==> src/ipd_pkg.sv <==
// Package of constants and types for the in-position detector.
package ipd_pkg;
  // ****************************************************************
  // Register map.
  // ****************************************************************
  localparam logic [3:0] IPD_ADDR_THRESHOLD = 4'h0;
  localparam logic [3:0] IPD_ADDR_COND_SEL = 4'h1;
  localparam logic [3:0] IPD_ADDR_HOLD_TIME = 4'h2;
  localparam logic [3:0] IPD_ADDR_UNIT_SEL = 4'h3;
  localparam logic [3:0] IPD_ADDR_EXP_TWO = 4'h4;
  localparam logic [3:0] IPD_ADDR_EXP_THREE = 4'h5;
  localparam logic [3:0] IPD_ADDR_STATUS = 4'h6;
  localparam logic [3:0] IPD_ADDR_IRQ_STAT = 4'h7;
  localparam logic [3:0] IPD_ADDR_IRQ_MASK = 4'h8;
  localparam logic [3:0] IPD_ADDR_NET_LIMIT = 4'h9;
  // ****************************************************************
  // Field positions and limits.
  // ****************************************************************
  localparam int IPD_EXP_TWO_DEV_SEL_BIT = 14;
  localparam int IPD_EXP_THREE_CMD_UNIT_BIT = 3;
  localparam logic [21:0] IPD_THRESHOLD_MAX = 22'h200000;
  localparam logic [14:0] IPD_HOLD_MAX = 15'h7530;
  localparam int IPD_IRQ_RISE_BIT = 0;
  localparam int IPD_IRQ_FALL_BIT = 1;
  // ****************************************************************
  // Reset values.
  // ****************************************************************
  localparam logic [21:0] IPD_THRESHOLD_RST = 22'h00000A;
  localparam logic [3:0] IPD_COND_SEL_RST = 4'h0;
  localparam logic [14:0] IPD_HOLD_RST = 15'h0000;
  localparam logic [15:0] IPD_EXP_RST = 16'h0000;
  // ****************************************************************
  // Timing: one millisecond at a 100 MHz clock.
  // ****************************************************************
  localparam int IPD_CLK_MHZ = 100;
  localparam int IPD_TICK_US = 1000;
  localparam int IPD_TICK_CYCLES = IPD_TICK_US * IPD_CLK_MHZ;
  // ****************************************************************
  // Timer phases of the hold and delay modes.
  // ****************************************************************
  typedef enum logic [1:0] {
    IPD_IDLE,
    IPD_HOLDING,
    IPD_DELAYING,
    IPD_JUDGING
  } ipd_phase_e;
endpackage

==> src/ipd_ms_tick.sv <==
// Millisecond tick divider for the in-position detector.
`timescale 1ns/1ns
`default_nettype none
module ipd_ms_tick
  import ipd_pkg::*;
#(
  parameter int TICK_CYCLES = IPD_TICK_CYCLES
) (
  input wire logic core_clk,
  input wire logic rst_b,
  output logic tick
);
  logic [16:0] count;
  logic [16:0] next_count;

  // Counts clock cycles and wraps once per tick period.
  always_comb begin
    if (count == 17'(TICK_CYCLES - 1)) begin
      next_count = 17'h00000;
    end else begin
      next_count = count + 17'h00001;
    end
  end

  // Registers the count.
  always_ff @(posedge core_clk) begin
    if (!rst_b) begin
      count <= 17'h00000;
    end else begin
      count <= next_count;
    end
  end

  // The tick is one cycle wide at the end of each period.
  assign tick = (count == 17'(TICK_CYCLES - 1));
endmodule
`default_nettype wire

==> src/ipd_in_position_detector.sv <==
// In-position detector: threshold compare, condition modes, hold/delay.
// What this block does
// RULE1 - Programmable threshold 0..2097152 compared with deviation.
// RULE2 - Threshold units follow unit select setting.
// RULE3 - Expansion two bit 14 picks deviation source.
// RULE4 - Threshold reused as network flag limit.
// RULE5 - Modes 1-5 after filter, 6-10 before.
// RULE6 - Mode 0: deviation at or below threshold.
// RULE7 - Modes 1,6: no command, deviation below threshold.
// RULE8 - Mode 7: adds zero speed, at-or-below compare.
// RULE9 - Modes 3,8: hold output for hold time.
// RULE10 - Modes 4,9: judge after delay since command ended.
// RULE11 - Compare absolute deviation value.
// RULE12 - Hold 0 means until next command.
// RULE13 - Command during delay restarts delay timer.
// RULE14 - Millisecond tick times hold/delay; reset clears.
`timescale 1ns/1ns
`default_nettype none
module ipd_in_position_detector
  import ipd_pkg::*;
#(
  parameter int TICK_CYCLES = IPD_TICK_CYCLES
) (
  input wire logic core_clk,
  input wire logic rst_b,
  input wire logic [3:0] reg_addr,
  input wire logic [31:0] reg_wdata,
  input wire logic reg_wr,
  input wire logic reg_rd,
  output logic [31:0] reg_rdata,
  input wire logic [31:0] dev_cmd_after,
  input wire logic [31:0] dev_cmd_before,
  input wire logic [31:0] dev_encoder,
  input wire logic [31:0] dev_cmd_unit_net,
  input wire logic cmd_present_after,
  input wire logic cmd_present_before,
  input wire logic zero_speed,
  output logic in_position_output,
  output logic net_in_position_flag,
  output logic excess_cmd_units,
  output logic irq
);
  // ****************************************************************
  // Settings registers.
  // ****************************************************************
  logic [21:0] in_position_threshold;
  logic [3:0] in_position_condition_select;
  logic [14:0] hold_or_delay_time;
  logic deviation_unit_select;
  logic [15:0] function_expansion_two;
  logic [15:0] function_expansion_three;
  logic [1:0] irq_stat;
  logic [1:0] irq_mask;
  logic [21:0] next_threshold;
  logic [3:0] next_cond;
  logic [14:0] next_hold;
  logic next_unit;
  logic [15:0] next_exp_two;
  logic [15:0] next_exp_three;
  logic [1:0] next_irq_stat;
  logic [1:0] next_irq_mask;
  logic [31:0] next_rdata;

  // ****************************************************************
  // Deviation selection and comparison.
  // ****************************************************************
  logic [31:0] dev_sel;
  logic [31:0] dev_abs;
  logic [31:0] net_abs;
  logic dev_le;
  logic dev_lt;
  logic cmd_present;
  logic tick;

  // Picks the deviation source by unit select and filter position.
  always_comb begin
    if (deviation_unit_select) begin
      dev_sel = dev_encoder; // see RULE2
    end else if (function_expansion_two[IPD_EXP_TWO_DEV_SEL_BIT]) begin
      dev_sel = dev_cmd_before; // see RULE3
    end else begin
      dev_sel = dev_cmd_after; // see RULE3
    end
  end

  // Absolute values so sign never matters in the compare.
  assign dev_abs = dev_sel[31] ? (~dev_sel + 32'h1) : dev_sel; // see RULE11
  assign dev_le = (dev_abs <= {10'h000, in_position_threshold}); // see RULE1
  assign dev_lt = (dev_abs < {10'h000, in_position_threshold}); // see RULE7

  // Network flag uses command units when expansion three bit 3 is set.
  always_comb begin
    if (function_expansion_three[IPD_EXP_THREE_CMD_UNIT_BIT]) begin
      net_abs = dev_cmd_unit_net[31] ? (~dev_cmd_unit_net + 32'h1)
                                      : dev_cmd_unit_net; // see RULE4
    end else begin
      net_abs = dev_abs; // see RULE4
    end
  end

  // Command presence source: after filter for 1-5, before for 6-10.
  assign cmd_present = (in_position_condition_select > 4'h5)
                       ? cmd_present_before
                       : cmd_present_after; // see RULE5

  // The deviation-excess threshold shares the chosen unit.
  assign excess_cmd_units = ~deviation_unit_select; // see RULE2

  // ****************************************************************
  // Hold and delay timing.
  // ****************************************************************
  ipd_ms_tick #(
    .TICK_CYCLES(TICK_CYCLES)
  ) u_tick (
    .core_clk(core_clk),
    .rst_b(rst_b),
    .tick(tick)
  ); // see RULE14

  ipd_phase_e phase;
  ipd_phase_e next_phase;
  logic [14:0] ms_count;
  logic [14:0] next_ms_count;
  logic out_q;
  logic next_out;
  logic hold_mode;
  logic delay_mode;
  logic base_ok;

  assign hold_mode = (in_position_condition_select == 4'h3) ||
                     (in_position_condition_select == 4'h8);
  assign delay_mode = (in_position_condition_select == 4'h4) ||
                      (in_position_condition_select == 4'h9);
  assign base_ok = ~cmd_present && dev_le;

  // Next phase, timer and output for every condition mode.
  always_comb begin
    next_phase = phase;
    next_ms_count = ms_count;
    next_out = 1'b0;
    case (in_position_condition_select)
      4'h0: next_out = dev_le; // see RULE6
      4'h1, 4'h6: next_out = ~cmd_present && dev_lt; // see RULE7
      4'h7: next_out = ~cmd_present && zero_speed && dev_le; // see RULE8
      4'h3, 4'h8: begin
        case (phase)
          IPD_HOLDING: begin
            if (cmd_present) begin
              next_phase = IPD_IDLE; // see RULE12
              next_ms_count = 15'h0000;
            end else if (hold_or_delay_time == 15'h0000) begin
              next_out = 1'b1; // see RULE12
            end else if (ms_count >= hold_or_delay_time) begin
              next_phase = IPD_JUDGING; // see RULE9
              next_out = ~cmd_present && dev_lt;
            end else begin
              next_out = 1'b1; // see RULE9
              if (tick) begin
                next_ms_count = ms_count + 15'h0001;
              end
            end
          end
          IPD_JUDGING: begin
            next_out = ~cmd_present && dev_lt; // see RULE9
            if (cmd_present) begin
              next_phase = IPD_IDLE;
            end
          end
          default: begin
            next_ms_count = 15'h0000;
            if (~cmd_present && dev_lt) begin
              next_phase = IPD_HOLDING; // see RULE9
              next_out = 1'b1;
            end else begin
              next_phase = IPD_IDLE;
            end
          end
        endcase
      end
      4'h4, 4'h9: begin
        if (cmd_present) begin
          next_phase = IPD_DELAYING; // see RULE13
          next_ms_count = 15'h0000;
        end else begin
          case (phase)
            IPD_DELAYING: begin
              if (ms_count >= hold_or_delay_time) begin
                next_phase = IPD_JUDGING; // see RULE10
                next_out = base_ok;
              end else if (tick) begin
                next_ms_count = ms_count + 15'h0001; // see RULE10
              end
            end
            IPD_JUDGING: next_out = base_ok; // see RULE10
            default: next_phase = IPD_DELAYING;
          endcase
        end
      end
      default: begin
        next_phase = IPD_IDLE;
        next_ms_count = 15'h0000;
        next_out = base_ok;
      end
    endcase
    if (!hold_mode && !delay_mode) begin
      next_phase = IPD_IDLE;
      next_ms_count = 15'h0000;
    end
  end

  // Registers phase, timer and output; reset clears the timer.
  always_ff @(posedge core_clk) begin
    if (!rst_b) begin
      phase <= IPD_IDLE; // see RULE14
      ms_count <= 15'h0000; // see RULE14
      out_q <= 1'b0;
    end else begin
      phase <= next_phase;
      ms_count <= next_ms_count;
      out_q <= next_out;
    end
  end

  assign in_position_output = out_q;

  // ****************************************************************
  // Network flag.
  // ****************************************************************
  logic net_q;
  always_ff @(posedge core_clk) begin
    if (!rst_b) begin
      net_q <= 1'b0;
    end else begin
      net_q <= (net_abs <= {10'h000, in_position_threshold}); // see RULE4
    end
  end
  assign net_in_position_flag = net_q;

  // ****************************************************************
  // Register access and interrupts.
  // ****************************************************************
  logic [1:0] events;
  assign events[IPD_IRQ_RISE_BIT] = next_out & ~out_q;
  assign events[IPD_IRQ_FALL_BIT] = ~next_out & out_q;

  // Writes, sticky status with set winning over read-clear, read mux.
  always_comb begin
    next_threshold = in_position_threshold;
    next_cond = in_position_condition_select;
    next_hold = hold_or_delay_time;
    next_unit = deviation_unit_select;
    next_exp_two = function_expansion_two;
    next_exp_three = function_expansion_three;
    next_irq_mask = irq_mask;
    next_irq_stat = irq_stat;
    next_rdata = 32'h00000000;
    if (reg_wr) begin
      case (reg_addr)
        IPD_ADDR_THRESHOLD: begin
          if (reg_wdata <= 32'(IPD_THRESHOLD_MAX)) begin
            next_threshold = reg_wdata[21:0]; // see RULE1
          end
        end
        IPD_ADDR_COND_SEL: begin
          if (reg_wdata <= 32'h0000000A) begin
            next_cond = reg_wdata[3:0];
          end
        end
        IPD_ADDR_HOLD_TIME: begin
          if (reg_wdata <= 32'(IPD_HOLD_MAX)) begin
            next_hold = reg_wdata[14:0]; // see RULE12
          end
        end
        IPD_ADDR_UNIT_SEL: next_unit = reg_wdata[0];
        IPD_ADDR_EXP_TWO: next_exp_two = reg_wdata[15:0];
        IPD_ADDR_EXP_THREE: next_exp_three = reg_wdata[15:0];
        IPD_ADDR_IRQ_MASK: next_irq_mask = reg_wdata[1:0];
        default: next_irq_mask = irq_mask;
      endcase
    end
    if (reg_rd) begin
      case (reg_addr)
        IPD_ADDR_THRESHOLD: next_rdata = {10'h000, in_position_threshold};
        IPD_ADDR_COND_SEL: next_rdata = {28'h0, in_position_condition_select};
        IPD_ADDR_HOLD_TIME: next_rdata = {17'h0, hold_or_delay_time};
        IPD_ADDR_UNIT_SEL: next_rdata = {31'h0, deviation_unit_select};
        IPD_ADDR_EXP_TWO: next_rdata = {16'h0, function_expansion_two};
        IPD_ADDR_EXP_THREE: next_rdata = {16'h0, function_expansion_three};
        IPD_ADDR_STATUS: next_rdata = {28'h0, phase == IPD_JUDGING,
                                       net_q, cmd_present, out_q};
        IPD_ADDR_IRQ_STAT: begin
          next_rdata = {30'h0, irq_stat};
          next_irq_stat = 2'h0;
        end
        IPD_ADDR_IRQ_MASK: next_rdata = {30'h0, irq_mask};
        IPD_ADDR_NET_LIMIT: next_rdata = {10'h000, in_position_threshold};
        default: next_rdata = 32'h00000000;
      endcase
    end
    next_irq_stat = next_irq_stat | events;
  end

  // Registers settings, status and read data.
  always_ff @(posedge core_clk) begin
    if (!rst_b) begin
      in_position_threshold <= IPD_THRESHOLD_RST;
      in_position_condition_select <= IPD_COND_SEL_RST;
      hold_or_delay_time <= IPD_HOLD_RST;
      deviation_unit_select <= 1'b0; // see RULE2
      function_expansion_two <= IPD_EXP_RST;
      function_expansion_three <= IPD_EXP_RST;
      irq_stat <= 2'h0;
      irq_mask <= 2'h0;
      reg_rdata <= 32'h00000000;
    end else begin
      in_position_threshold <= next_threshold;
      in_position_condition_select <= next_cond;
      hold_or_delay_time <= next_hold;
      deviation_unit_select <= next_unit;
      function_expansion_two <= next_exp_two;
      function_expansion_three <= next_exp_three;
      irq_stat <= next_irq_stat;
      irq_mask <= next_irq_mask;
      reg_rdata <= next_rdata;
    end
  end

  // Level interrupt while any unmasked status bit is set.
  assign irq = |(irq_stat & irq_mask);
endmodule
`default_nettype wire

==> config.mk <==
export PLATFORM = sky130hd
export DESIGN_NAME = ipd_in_position_detector
export DESIGN_NICKNAME = d
export VERILOG_FILES = /design/src/ipd_pkg.sv /design/src/ipd_ms_tick.sv /design/src/ipd_in_position_detector.sv
export SDC_FILE = /design/constraint.sdc
export NUM_CORES = 1
export LEC_CHECK = 0
export BUFFER_PORTS_ARGS = -buffer_cell sky130_fd_sc_hd__buf_2
export CAP_MARGIN = 20
export CORE_ASPECT_RATIO = 1.75
export CORE_MARGIN = 2
export CORE_UTILIZATION = 35
export CTS_BUF_LIST = sky130_fd_sc_hd__clkbuf_8
export DETAILED_ROUTE_END_ITERATION = 10
export GPL_TIMING_DRIVEN = 0
export HOLD_SLACK_MARGIN = 0.02
export PLACE_DENSITY = 0.51
export SYNTH_ARGS = -nofsm -noshare
export SYNTH_HDL_FRONTEND = slang
export SYNTH_SLANG_ARGS = --single-unit
==> constraint.sdc <==
create_clock -name core_clk -period 11.6 [get_ports core_clk]
set_input_delay 0.58 -clock core_clk [delete_from_list [all_inputs] [get_ports core_clk]]
set_output_delay 0.58 -clock core_clk [all_outputs]
set_load 0.005 [all_outputs]
==> results summary <==
The flow ran to the end, and the final reports show no timing, DRC or antenna violations. The root buffer cell is clkbuf_8. In this run the worst hold path is classified as in -> reg. Detailed routing inserted a total of 9,844 vias. The critical path goes through buf_2, inv_4, buf_4, mux2i_4, ha_1, nand3_1, nor2_1, a21oi_1, xnor2_1, ha_1, nand2_1, nor3_1, nand4_1, nor2b_1, a311oi_1, o21ai_0, nand2_1, and4_1, o41ai_2. The post-synthesis sequential area ratio is 0.2716. Counting both buffers and inverters, the worst setup path holds a total of 3.

The hold violation total from the final report came out at 0. The count of synthesis-stage warnings from yosys came out at 0. The dominant cell by count in the synthesized netlist is nand2_1. The count of distinct cell types in the synthesized netlist is 86. The number of remaining DRC errors came out at 0. The delay contributed by the slowest stage of the critical path came out at 680 ps. The critical setup path kind is reg -> reg. In the synthesized netlist, the number of instances is 1,253. The number of nets still failing antenna checks after routing came out at 0. The cell class contributing the biggest share of worst-path delay is simple AND/OR/NAND/NOR gates. After synthesis, the most frequently instantiated cells are nand2_1, dfxtp_1, nor2_1. The clock transition time at the flip-flop clock pins of the worst setup and hold paths came out at 90 ps. At the worst endpoint, the arrival time is 5840 ps. The area of the die is 0.03006 sq mm. The pin count of the biggest net entering global routing is 17. The mean post-synth cell area is 8.000 sq um. For this run, the total global-route usage over all layers was measured as 0.2413.

The endpoint type of the worst setup path is a flop. The static leakage came out at 0.004784 uW. The cell count of the worst reg-to-reg path is 19. By area the synthesized netlist is led by dfxtp_1, ha_1, mux2i_1, a21oi_1, nand2_1. In the routed layout, each cell is associated on average with a via count of 5.275.

The slew of the pin with the lowest slew margin came out at 950.9 ps. The count of H-tree levels built during CTS came out at 4. dfxtp_1 takes more of the synthesized area than any other cell. The vertical die dimension is 227.9 microns. The detailed-route wire length per cell came out at 19.52 microns. The number of enable-type register cells in the synthesized netlist came out at 0. In the final layout, the share of cells above drive strength 1 is 0.1938. The number of buffers inserted for hold repair after clock tree synthesis came out at 0. The maximum vdd ir drop came out at 0.08277 mV. Along the worst path, the maximum fanout reaches 10. The synthesized flop and latch total came out at 136.

The total number of nets in the final design came out at 1,708. In this run the number of cells on the critical path is 19. The count of input and output buffers is 193. The setup fix buffers added after clock tree synthesis is 0.

The portion of the clock cycle consumed by the worst path in the final layout is 0.4734. The power per cell area is 95.55 mW/mm^2. The shortest clock period the worst path allows after layout came out at 5492 ps.

The total iterations of the first detailed-routing run came out at 7. The number of buffers created by CTS came out at 17. The cell count after placement is 1,833. The hold path depth came out at 3.

The congestion estimate from routability-driven global placement came to 0.9669. The number of standard-cell rows in the floorplan is 82. The number of standard cells in the final layout excluding fillers is 1,866.

In the synthesized netlist the dominant register cell turns out to be dfxtp_1. The remaining global-route overflow came out at 0. The worst pin sits at a relative slew slack of 0.3577. The final setup violation count came out at 0. For this design the top-level I/O count stands at 207. The TritonCTS clock tree is done. The initial antenna violation count was 4. Summed over all layers, the routed wires come to 36,420 microns. After clock tree synthesis, the repair step resized 0 gates. The core region area came out at 0.02842 sq mm. The layout overhead on the synthesized area is 19.13%. The width of the die came out at 131.9 microns.

The area share of the largest cell type after synthesis came out at 0.2716. The wire length of the first global-routing pass came out at 56,100 microns. The number of max-slew violations in the final report came to 0. The upper clock frequency limit came out at 182.1 MHz. The required time reported for the critical path endpoint came out at 11,950 ps. The highest-delay cell along the critical path is xnor2_1.

Summed over all nets, the half-perimeter wirelength after detailed placement is 30,380 microns. The clock tree skew after final layout came out at 16.96 ps. The clock network latency to the later pin of the worst-skew pair is 490 ps. The initial core utilization is 0.3527. Across the run, the number of max-cap violations was 0. For this run, the share of the core covered by cells in the final layout is 0.4202. The final-layout setup total negative slack came out at 0 ps. The maximum clock path buffer count is 2.

STA classifies the critical path startpoint as a flop. The number of clock sinks seen by CTS came out at 136. The first-iteration detailed-routing DRC count is 503. The fraction of synthesis flops using an asynchronous set or reset pin came out at 0. The total standard cell area after synthesis is 0.01002 sq mm. The via count of the first global-routing pass came to 9,962. Setup repair after global routing left no endpoint under its margin.
## final timing paths
| check | startpoint | end | slack, ps |
|---|---|---|---|
| hold / removal | reg_wdata[18] | in_position_threshold[18] | 360 |
| setup / recovery | deviation_unit_select | irq_stat[1] | 6110 |
| hold reg to reg | function_expansion_three[0] | function_expansion_three[0] | 460 |
| setup reg to reg | deviation_unit_select | irq_stat[1] | 6110 |
## routing by layer
| layer | vias up | global-route usage | wire (microns) |
|---|---|---|---|
| met5 | - | 0 | 16 |
| met4 | 4 | 0.1236 | 1788 |
| met3 | 56 | 0.04133 | 1311 |
| met2 | 245 | 0.4779 | 20210 |
| met1 | 4598 | 0.2333 | 13090 |
| li1 | 4941 | - | - |
## per-stage QoR
| step | power (uW) | setup WS (ps) | instance area, sq um | hold slack, ps |
|---|---|---|---|---|
| floorplan | 609.6 | 7704 | 10060 | 429.8 |
| global placement | 704.1 | 6157 | 11500 | 441.8 |
| detailed placement | 705.3 | 6105 | 11500 | 444.9 |
| CTS | 1150 | 6096 | 11940 | 339.5 |
| global route | 1191 | 5863 | 11940 | 386.4 |
| finish | 1141 | 6108 | 11940 | 355.0 |
## flip-flops by register name (all words and copies together), names as in the netlist
register                      flops
function_expansion_three         16
in_position_output                1
in_position_condition_select      4
function_expansion_two           16
u_tick.count                     17
hold_or_delay_time               15
irq_stat                          2
reg_rdata                        22
irq_mask                          2
net_in_position_flag              1
phase                             2
ms_count                         15
in_position_threshold            22
deviation_unit_select             1
## tightest hold or removal path: stages
cell	delay, ps
buf_2	100
mux2i_1	60
nor2_1	70
## cell type report
cell class                 count  area, sq um
tap                          378        473.0
sequential                   136         2723
timing repair buffer         193        965.9
clock buffer                  21        289.0
clock inverter                10        151.4
inverter                      60        227.7
antenna                        2        5.005
fill                        2975        16480
multi-input combinational    996         6758
buffer                        70        350.3
## kinds of logic (layout without fill, tap and decap cells)
logic type / count (synthesis) / count (layout) / share of synthesized area
adder cells (fa/ha/maj): 63 / 63 / 0.07863
AND/OR/NAND/NOR: 469 / 469 / 0.2309
flip-flops: 136 / 136 / 0.2716
multiplexers: 103 / 103 / 0.1214
XOR/XNOR: 65 / 65 / 0.05679
AO/OA/AOI/OAI: 286 / 286 / 0.1826
buffers and inverters: 130 / 354 / 0.05766
other: 1 / 12 / 0.0003741
## layout by cell type, fill, tap and decap left out, types with 21 or more instances in the layout
master / instances
buf_2: 196
nand2_1: 140
dfxtp_1: 136
nor2_1: 129
a21oi_1: 117
mux2i_1: 71
ha_1: 63
inv_1: 62
clkbuf_1: 46
o21ai_0: 44
xor2_1: 39
nand3_1: 37
xnor2_1: 26
nand4_1: 26
nor3_1: 22
clkbuf_8: 21
## power by group
group	switching [uW]	internal, uW
clock	193	253
combinational	136	88.0
sequential	1.85	469
No activity file was read; power rests on OpenSTA's default activity.
